===== src/verilog/ocp_defines.vh =====
// Constants for the compare channel PWM block
`ifndef OCP_DEFINES_VH
`define OCP_DEFINES_VH
// ----------------------------------------
// Register byte addresses
// ----------------------------------------
`define OCP_ADDR_CTRL 12'h000
`define OCP_ADDR_CTRL_CLR 12'h004
`define OCP_ADDR_CTRL_SET 12'h008
`define OCP_ADDR_DUTY 12'h010
`define OCP_ADDR_DUTY_BUF 12'h020
`define OCP_ADDR_TB_PERIOD 12'h030
`define OCP_ADDR_TB_COUNT 12'h040
`define OCP_ADDR_FLAGS 12'h050
// ----------------------------------------
// Control register fields
// ----------------------------------------
`define OCP_CTRL_MODE_LSB 0
`define OCP_CTRL_MODE_MSB 2
`define OCP_CTRL_FAULT_BIT 4
`define OCP_CTRL_W32_BIT 5
`define OCP_CTRL_IDLE_STOP_BIT 13
`define OCP_CTRL_ON_BIT 15
`define OCP_CTRL_RUN_BIT 16
`define OCP_CTRL_FSEL_BIT 17
`define OCP_CTRL_WMASK 32'h0003A027
`define OCP_MODE_PWM 3'h6
`define OCP_MODE_PWM_FLT 3'h7
// ----------------------------------------
// Flag register fields
// ----------------------------------------
`define OCP_FLAG_PERIOD_BIT 0
`define OCP_FLAG_EVENT_BIT 1
`define OCP_FLAG_PERIOD_IE_BIT 8
`define OCP_FLAG_EVENT_IE_BIT 9
// ----------------------------------------
// Reset values
// ----------------------------------------
`define OCP_RST_PERIOD 32'h0000FFFF
`endif


===== src/verilog/ocp_pwm.v =====
// Compare channel PWM generator with fault shutdown and APB registers
//
// Implementation choices: the APB interface to the registers and the placing of the registers.
`timescale 1ns/1ns
`default_nettype none
`include "ocp_defines.vh"

module ocp_pwm #(
   parameter CHANNEL = 1
) (
   input wire pclk,
   input wire presetn,
   input wire psel,
   input wire penable,
   input wire pwrite,
   input wire [11:0] paddr,
   input wire [31:0] pwdata,
   output reg [31:0] prdata,
   output reg pready,
   output reg pslverr,
   input wire fault_input_a,
   input wire fault_input_b,
   input wire sleep_req,
   input wire idle_req,
   output wire waveform_output_pin,
   output wire waveform_output_oe,
   output reg irq_q
);
   // ----------------------------------------
   // Registers
   // ----------------------------------------
   reg [31:0] ctrl_q;
   reg [31:0] duty_q;
   reg [31:0] duty_buf_q;
   reg [31:0] period_q;
   reg [31:0] count_q;
   reg period_flag_q;
   reg event_flag_q;
   reg period_ie_q;
   reg event_ie_q;
   reg fault_q;
   reg out_q;
   reg oe_q;
   reg flt_s1_q;
   reg flt_s2_q;
   reg slp_s1_q;
   reg slp_s2_q;
   reg idl_s1_q;
   reg idl_s2_q;

   // Truncate a value to its low 16 bits unless 32-bit timebase is selected
   function [31:0] width_sel;
      input [31:0] v;
      input w32;
      begin
         width_sel = w32 ? v : {16'h0000, v[15:0]};
      end
   endfunction

   wire fault_pin = (CHANNEL == 5) ? fault_input_b : fault_input_a;
   wire [2:0] mode = ctrl_q[`OCP_CTRL_MODE_MSB:`OCP_CTRL_MODE_LSB];
   wire w32 = ctrl_q[`OCP_CTRL_W32_BIT];
   wire on = ctrl_q[`OCP_CTRL_ON_BIT];
   wire pwm_mode = on && (mode == `OCP_MODE_PWM || mode == `OCP_MODE_PWM_FLT);
   wire flt_mode = pwm_mode && (mode == `OCP_MODE_PWM_FLT);
   // Halt in sleep, or in idle when idle-stop is set
   wire halted = slp_s2_q || (idl_s2_q && ctrl_q[`OCP_CTRL_IDLE_STOP_BIT]);
   wire running = pwm_mode && ctrl_q[`OCP_CTRL_RUN_BIT] && !halted;
   wire [31:0] cnt = width_sel(count_q, w32);
   wire [31:0] per = width_sel(period_q, w32);
   wire [31:0] dty = width_sel(duty_q, w32);
   wire period_match = running && (cnt == per);
   wire fault_det = flt_mode && !flt_s2_q;

   // ----------------------------------------
   // Pin drive
   // ----------------------------------------
   // Raw pin gates the enable so shutdown needs no clock, also in sleep
   assign waveform_output_oe = oe_q && !(flt_mode && !fault_pin) && !fault_q;
   assign waveform_output_pin = out_q;

   // ----------------------------------------
   // APB decode
   // ----------------------------------------
   wire acc = psel && penable && pready;
   wire wr = acc && pwrite;
   reg sel_ctrl;
   reg sel_clr;
   reg sel_set;
   reg sel_duty;
   reg sel_buf;
   reg sel_period;
   reg sel_flags;

   // Write decode; the count register is read-only and takes no strobe
   always @* begin
      sel_ctrl = 1'b0;
      sel_clr = 1'b0;
      sel_set = 1'b0;
      sel_duty = 1'b0;
      sel_buf = 1'b0;
      sel_period = 1'b0;
      sel_flags = 1'b0;
      if (paddr == `OCP_ADDR_CTRL) begin
         sel_ctrl = 1'b1;
      end else if (paddr == `OCP_ADDR_CTRL_CLR) begin
         sel_clr = 1'b1;
      end else if (paddr == `OCP_ADDR_CTRL_SET) begin
         sel_set = 1'b1;
      end else if (paddr == `OCP_ADDR_DUTY) begin
         sel_duty = 1'b1;
      end else if (paddr == `OCP_ADDR_DUTY_BUF) begin
         sel_buf = 1'b1;
      end else if (paddr == `OCP_ADDR_TB_PERIOD) begin
         sel_period = 1'b1;
      end else if (paddr == `OCP_ADDR_FLAGS) begin
         sel_flags = 1'b1;
      end
   end

   wire wr_ctrl = wr && sel_ctrl;
   wire wr_clr = wr && sel_clr;
   wire wr_set = wr && sel_set;
   wire [31:0] ctrl_wr = wr_ctrl ? pwdata :
                         wr_clr ? (ctrl_q & ~pwdata) : (ctrl_q | pwdata);
   wire ctrl_we = wr_ctrl || wr_clr || wr_set;
   // Rewriting the mode field (any write touching it) arms fault recovery
   wire mode_wr = wr_ctrl ||
                  ((wr_clr || wr_set) && |pwdata[`OCP_CTRL_MODE_MSB:`OCP_CTRL_MODE_LSB]);
   reg [31:0] rdata;
   reg known;

   always @* begin
      rdata = 32'h00000000;
      known = 1'b1;
      if (paddr == `OCP_ADDR_CTRL) begin
         rdata = (ctrl_q & `OCP_CTRL_WMASK) | ({31'h00000000, fault_q} << `OCP_CTRL_FAULT_BIT);
      end else if (paddr == `OCP_ADDR_CTRL_CLR || paddr == `OCP_ADDR_CTRL_SET) begin
         rdata = 32'h00000000;
      end else if (paddr == `OCP_ADDR_DUTY) begin
         rdata = duty_q;
      end else if (paddr == `OCP_ADDR_DUTY_BUF) begin
         rdata = duty_buf_q;
      end else if (paddr == `OCP_ADDR_TB_PERIOD) begin
         rdata = period_q;
      end else if (paddr == `OCP_ADDR_TB_COUNT) begin
         rdata = count_q;
      end else if (paddr == `OCP_ADDR_FLAGS) begin
         rdata = {22'h000000, event_ie_q, period_ie_q, 6'h00, event_flag_q, period_flag_q};
      end else begin
         known = 1'b0;
      end
   end

   // ----------------------------------------
   // Bus slave: no wait states, error on unmapped address
   // ----------------------------------------
   // Ready comes from the setup cycle alone, so every access takes two cycles
   wire setup_phase = psel && !penable;

   always @(posedge pclk or negedge presetn) begin
      if (!presetn) begin
         pready <= 1'b0;
      end else begin
         pready <= setup_phase;
      end
   end

   always @(posedge pclk or negedge presetn) begin
      if (!presetn) begin
         pslverr <= 1'b0;
      end else begin
         pslverr <= setup_phase && !known;
      end
   end

   // Read data is captured in setup and stands only while ready is high
   always @(posedge pclk or negedge presetn) begin
      if (!presetn) begin
         prdata <= 32'h00000000;
      end else if (setup_phase && !pwrite) begin
         prdata <= rdata;
      end else begin
         prdata <= 32'h00000000;
      end
   end

   // ----------------------------------------
   // Synchronisers
   // ----------------------------------------
   // Fault stages reset high, the idle level of the pin, so no false fault follows reset
   always @(posedge pclk or negedge presetn) begin
      if (!presetn) begin
         flt_s1_q <= 1'b1;
         flt_s2_q <= 1'b1;
      end else begin
         flt_s1_q <= fault_pin;
         flt_s2_q <= flt_s1_q;
      end
   end

   always @(posedge pclk or negedge presetn) begin
      if (!presetn) begin
         slp_s1_q <= 1'b0;
         slp_s2_q <= 1'b0;
      end else begin
         slp_s1_q <= sleep_req;
         slp_s2_q <= slp_s1_q;
      end
   end

   always @(posedge pclk or negedge presetn) begin
      if (!presetn) begin
         idl_s1_q <= 1'b0;
         idl_s2_q <= 1'b0;
      end else begin
         idl_s1_q <= idle_req;
         idl_s2_q <= idl_s1_q;
      end
   end

   // ----------------------------------------
   // Control register
   // ----------------------------------------
   always @(posedge pclk or negedge presetn) begin
      if (!presetn) begin
         ctrl_q <= 32'h00000000;
      end else if (ctrl_we) begin
         ctrl_q <= ctrl_wr & `OCP_CTRL_WMASK;
      end
   end

   // ----------------------------------------
   // Duty buffer and active duty
   // ----------------------------------------
   wire buf_wr = wr && sel_buf;
   // Software may only load the active duty while PWM is off
   wire duty_wr = wr && sel_duty && !pwm_mode;
   wire period_wr = wr && sel_period;
   wire flag_wr = wr && sel_flags;

   always @(posedge pclk or negedge presetn) begin
      if (!presetn) begin
         duty_buf_q <= 32'h00000000;
      end else if (buf_wr) begin
         duty_buf_q <= pwdata;
      end
   end

   // Reload only at the period match, so a buffer write never cuts a pulse short
   always @(posedge pclk or negedge presetn) begin
      if (!presetn) begin
         duty_q <= 32'h00000000;
      end else if (period_match) begin
         duty_q <= duty_buf_q;
      end else if (duty_wr) begin
         duty_q <= pwdata;
      end
   end

   // ----------------------------------------
   // Period and interrupt enables
   // ----------------------------------------
   always @(posedge pclk or negedge presetn) begin
      if (!presetn) begin
         period_q <= `OCP_RST_PERIOD;
      end else if (period_wr) begin
         period_q <= pwdata;
      end
   end

   always @(posedge pclk or negedge presetn) begin
      if (!presetn) begin
         period_ie_q <= 1'b0;
         event_ie_q <= 1'b0;
      end else if (flag_wr) begin
         period_ie_q <= pwdata[`OCP_FLAG_PERIOD_IE_BIT];
         event_ie_q <= pwdata[`OCP_FLAG_EVENT_IE_BIT];
      end
   end

   // ----------------------------------------
   // Timebase counter
   // ----------------------------------------
   // Counts 0 to period inclusive; halting freezes it, leaving PWM clears it
   always @(posedge pclk or negedge presetn) begin
      if (!presetn) begin
         count_q <= 32'h00000000;
      end else if (!pwm_mode || !ctrl_q[`OCP_CTRL_RUN_BIT]) begin
         count_q <= 32'h00000000;
      end else if (period_match) begin
         count_q <= 32'h00000000;
      end else if (running) begin
         count_q <= width_sel(count_q + 32'h00000001, w32);
      end
   end

   // ----------------------------------------
   // Flags
   // ----------------------------------------
   // Write one to clear; an event in the same cycle wins over the clear
   always @(posedge pclk or negedge presetn) begin
      if (!presetn) begin
         period_flag_q <= 1'b0;
      end else begin
         period_flag_q <= period_match ||
            (period_flag_q && !(flag_wr && pwdata[`OCP_FLAG_PERIOD_BIT]));
      end
   end

   always @(posedge pclk or negedge presetn) begin
      if (!presetn) begin
         event_flag_q <= 1'b0;
      end else begin
         event_flag_q <= fault_det ||
            (event_flag_q && !(flag_wr && pwdata[`OCP_FLAG_EVENT_BIT]));
      end
   end

   // ----------------------------------------
   // Fault latch
   // ----------------------------------------
   // The latch needs one low sample through the synchroniser, so a fault pulse that
   // falls between two clock edges only cuts the pin while it lasts
   always @(posedge pclk or negedge presetn) begin
      if (!presetn) begin
         fault_q <= 1'b0;
      end else if (fault_det) begin
         fault_q <= 1'b1;
      end else if (mode_wr && flt_s2_q) begin
         fault_q <= 1'b0;
      end
   end

   // ----------------------------------------
   // Interrupt line
   // ----------------------------------------
   always @(posedge pclk or negedge presetn) begin
      if (!presetn) begin
         irq_q <= 1'b0;
      end else begin
         irq_q <= (period_flag_q && period_ie_q) || (event_flag_q && event_ie_q);
      end
   end

   // ----------------------------------------
   // Waveform and output enable
   // ----------------------------------------
   always @(posedge pclk or negedge presetn) begin
      if (!presetn) begin
         oe_q <= 1'b0;
      end else begin
         oe_q <= pwm_mode;
      end
   end

   // Halting keeps the last level on the pin through sleep
   always @(posedge pclk or negedge presetn) begin
      if (!presetn) begin
         out_q <= 1'b0;
      end else if (!pwm_mode) begin
         out_q <= 1'b0;
      end else if (!halted) begin
         out_q <= (cnt < dty);
      end
   end
endmodule
`default_nettype wire


===== config.mk =====
export PLATFORM = sky130hd
export DESIGN_NAME = ocp_pwm
export DESIGN_NICKNAME = d
export VERILOG_FILES = /design/src/verilog/ocp_pwm.v
export VERILOG_INCLUDE_DIRS = /design/src /design/src/verilog
export SDC_FILE = /design/constraint.sdc
export NUM_CORES = 1
export LEC_CHECK = 0
export BUFFER_PORTS_ARGS = -buffer_cell sky130_fd_sc_hd__buf_2
export CELL_PAD_IN_SITES_DETAIL_PLACEMENT = 1
export CELL_PAD_IN_SITES_GLOBAL_PLACEMENT = 2
export CORE_AREA = 2 2 172 174
export DETAILED_ROUTE_END_ITERATION = 12
export DIE_AREA = 0 0 174 176
export GPL_ROUTABILITY_DRIVEN = 0
export PLACE_DENSITY = 0.84
export SLEW_MARGIN = 20
export SYNTH_ARGS = -nofsm -noshare
export SYNTH_HDL_FRONTEND = slang
export SYNTH_SLANG_ARGS = --single-unit

===== constraint.sdc =====
create_clock -name pclk -period 2.8 [get_ports pclk]
set_clock_uncertainty 0.15 [all_clocks]
set_input_delay 0.56 -clock pclk [delete_from_list [all_inputs] [get_ports pclk]]
set_output_delay 0.56 -clock pclk [all_outputs]
set_load 0.05 [all_outputs]

# After elaboration in Yosys (flattened, before gate mapping)
# Cells that the tools add are included.
[totals]
register_bits = 184
output_inout_bits = 37
wordCells = 156
[classes]
addsub = 1
magnitude_cmp = 1
eq_ne = 11
n_mux = 57
n_bitwise = 4
n_reduce_logical = 60
[ops]
columns = ["cell", "count"]
rows = [
  ["$mux W32", 16],
  ["$mux W1", 38],
  ["$mux W18", 2],
  ["$add A32 B1 Y32 const B", 1],
  ["$eq A32 B32 Y1", 1],
  ["$logic_and A1 B1 Y1", 32],
  ["$lt A32 B32 Y1", 1],
  ["$eq A12 B6 Y1 const B", 2],
  ["$eq A12 B7 Y1 const B", 2],
  ["$and A18 B18 Y18", 1],
  ["$not A18 Y18", 1],
  ["$or A18 B18 Y18", 1],
  ["$or A18 B5 Y18", 1],
  ["$eq A12 B3 Y1 const B", 1],
  ["$eq A12 B4 Y1 const B", 1],
  ["$eq A12 B5 Y1 const B", 1],
  ["$logic_not A1 Y1", 12],
  ["$logic_not A12 Y1", 1],
  ["$logic_or A1 B1 Y1", 11],
  ["$mux W10", 1],
  ["$eq A3 B3 Y1 const B", 2],
  ["$reduce_bool A2 Y1", 2],
  ["$reduce_bool A3 Y1", 1],
  ["$reduce_or A3 Y1", 1],
  ["$ne A2 B2 Y1 const B", 1],
]

# Logic depth before layout (Yosys ltp)
[depth]
word_depth = 13
depth_mapped = 10
depth_no_buf = 9

# Worst setup path after synthesis
# OpenSTA, ideal clock, no wires.
[synth_timing]
kind = "flip-flop to output port"
startpoint = "register with a tool-made name"
endpoint = "output port waveform_output_oe"
t_arrival_ns = 1.903
required_ns = 2.090
setup_slack_ns = 0.187
path_stages_with_launch = 6
path_cell_list = "dfrtp_1 -> nand3_1 -> inv_1 -> nand2_1 -> nor2_1 -> nor3b_1"
[synth_rtl]
columns = ["element", "line", "text"]
rows = [
  ["end: declaration", "ocp_pwm.v:26", "output wire waveform_output_oe,"],
]

==> results.cfg <==
[status]
outcome = finished, final reports clean

[yosys]
syn-num-nets = 1027
yosysMostFrequentCell = dfrtp_1
ys.flop_type = dfrtp_1
avgSynthCellArea_sq_um = 10.56
synth_top_area_share_pct = 41.77
yosys-top-cells-count = dfrtp_1 (166), nor2_1 (81), a21oi_1 (80)
yosys.area.top_type = dfrtp_1
synth_cell_type_count = 54
synthesis.instances = 942
ys_ff_latch = 184
synth-edff-count = 0
yosys_warnings = 0
syn-cell-area_sq_mm = 0.009945
seq_area_frac_synth_pct = 46.53
yosys-top-cells-area = dfrtp_1 (42%), dfstp_2 (4.8%), mux2_2 (4.3%)
async_reset_ff_share_pct = 100.0

[power_and_ir_drop]
power_density_mw_per_mm2 = 446.7
ir_worst_vdd_uv = 357.8
p_leak_nw = 5.773

[grt]
grt_first_pass_wirelength_mm = 47.20
grt_overflow = 0
antenna_found_initial = 1
grt_max_degree = 61
grt_usage_pct = 19.66
grt_pass1_vias = 8412

[sta]
finalMaxSlewViolations = 0
post-route-min-period_ps = 2689
hold_violations = 0
fmaxAchievable_mhz = 371.8
worst_slack_ps = 110.6
setup_tns_ps = 0
setup_viol = 0
period_share_pct = 96.05
worst_hold_slack_ps = 60.87
rsz0062_at_grt = false
worst_pin_slew_ps = 712.8
max_slew_margin_pct = 52.38

[floorplan]
fp.dieW_microns = 174
die_y_microns = 176
dieArea_sq_mm = 0.03062
num_io_pins = 90
coreArea_sq_mm = 0.02855
initial_core_util_pct = 34.84
rows = 62

[worst_setup_path]
critPathMaxFanout = 9
ff2ff_setup_slack_ps = 110
path_class = flip-flop to flip-flop
startpoint_type = flip-flop
worstReg2RegEnd = waveform_output_pin$_DFFE_PN0P_
end_kind = flip-flop
cp.arrival_ps = 2930
worstPathRequired_ps = 3040
rr_worst_depth = 9

[route]
totalWireLength_mm = 29.55
drtPass1Iterations = 5
drt_iter0_drc = 472
ant_nets = 0
drc = 0
wl_per_cell_microns = 20.48
num_vias = 7818
avgViaCountPerCell = 5.418

[place]
pre_cts_ws_ps = 9.318
io_buffers = 88
dp_hpwl_mm = 21.20

[clock_network]
cts_buffers = 17
path_clk_slew_ps = 80
root_buffer = clkbuf_16
worstSkewPairLatency_ps = 450
max-clock-path-buffers = 2
h-tree-depth = 4
clkSinkCount = 184
cts_tree = yes
cts_setup_buffers = 0

[final_layout]
nets = 1130
area_growth_pct = 19.15
utilization_pct = 41.51
drive_gt1_share_pct = 26.75

[worst_hold_path]
min_from = sleep_req
holdPathEnd = slp_s1_q$_DFF_PN0_
worst_hold_path_type = input pin to flip-flop
min_path_cells = 1

[job]
cap_violations = 0
[cells in the final DEF (no fill, tap or decap), types with 4 or more instances in the layout]
cell | Yosys | routed
nand2_1 | 60 | 60
dfrtp_1 | 166 | 166
a22oi_1 | 16 | 16
and3_1 | 12 | 12
nor2_1 | 81 | 81
buf_4 | 4 | 52
nand3_1 | 21 | 21
clkbuf_16 | 0 | 17
a21oi_1 | 80 | 79
a22o_1 | 14 | 14
a222oi_1 | 23 | 23
a21o_1 | 8 | 8
o21a_1 | 4 | 4
inv_6 | 0 | 4
and2_1 | 21 | 21
nor3_1 | 7 | 7
mux2_2 | 38 | 38
ha_1 | 32 | 32
mux2i_1 | 41 | 41
buf_12 | 0 | 15
buf_2 | 10 | 87
nor4_1 | 5 | 4
a31oi_1 | 16 | 16
inv_8 | 0 | 5
nand4_1 | 24 | 24
xnor2_1 | 32 | 31
dfstp_2 | 18 | 18
mux2_4 | 26 | 26
mux2_1 | 30 | 30
inv_1 | 24 | 24
o21ai_0 | 29 | 29
[worst max path at each step]
stage / end / slack (ps) / cells past startpoint
floorplan: waveform_output_oe / 190 / 5
global placement: prdata[0]$_DFF_PN0_ / 50 / 8
detailed placement: duty_buf_q[23]$_DFFE_PN0P_ / 9 / 8
CTS: count_q[18]$_DFFE_PN0P_ / 30 / 7
global route: waveform_output_pin$_DFFE_PN0P_ / 6 / 9
finish: waveform_output_pin$_DFFE_PN0P_ / 110 / 9
[sequential cells by signal (all words and copies together), names as in the netlist, named ones only]
signal	count
count_q	32
duty_buf_q	32
duty_q	32
period_q	32
prdata	32
event_flag_q	1
event_ie_q	1
fault_q	1
flt_s1_q	1
flt_s2_q	1
idl_s1_q	1
idl_s2_q	1
irq_q	1
oe_q	1
period_flag_q	1
period_ie_q	1
pready	1
pslverr	1
slp_s1_q	1
slp_s2_q	1
waveform_output_pin	1
[worst max-delay path, stage by stage, from the launching register on]
cell and delay, ps:
dfrtp_1 410, buf_12 150, and2_1 160, ha_1 310, nand4_1 210, nor2_1 80, a2111oi_1 340, a2111oi_0 170
a2111oi_1 470, a31o_2 170
[power by group]
part           switching (mW)  internal (mW)  total (mW)
combinational           0.132         0.0584       0.191
sequential            0.00334           2.66        2.67
clock                    1.24           1.20        2.44
total                    1.37           3.92        5.29
[repair_timing]
action                                 CTS  global route
setup endpoints to repair                0            51
hold buffers                             1             0
endpoints found under the hold margin   47             0
resized for setup                        0             4
[cell families (layout without fill, tap and decap cells)]
kind of cell	after synthesis	count (layout)	synth area share, %
other	0	1	0
and+or+nand+nor	255	255	12.85
xor gates and xnor gates	32	32	2.818
buffers and inverters	96	212	4.353
AOI/OAI and AO/OA	208	208	13.68
adders and majority gates	32	32	4.026
muxes	135	135	15.75
DFF	184	184	46.53
[stage by stage]
step	instances	area [sq um]	total power, mW
final	1443	11850	5.293
after global routing	1443	11850	5.466
after CTS	1442	11820	5.343
after detailed placement	1409	11230	2.912
after global placement	1409	11230	2.909
after floorplan	942	9945	2.763
[layout make-up]
class / instances / area, sq um
antenna: 1 / 2.502
clock buffer: 17 / 425.4
clock inverter: 15 / 155.1
fill: 3217 / 16700
inverter: 24 / 90.09
multi-input combinational: 662 / 4918
sequential: 184 / 4627
tap: 384 / 480.5
timing repair buffer: 156 / 1150
[metal layers]
layer / vias up / track usage [%] / share of wire, %
met3: 29 / 2.972 / 2.7
li1: 3636 / - / -
met5: - / 0 / 0
met4: 0 / 6.232 / 1.7
met2: 122 / 33.63 / 50
met1: 4031 / 25.69 / 46
Note: power is estimated with default switching activity, not from simulation.
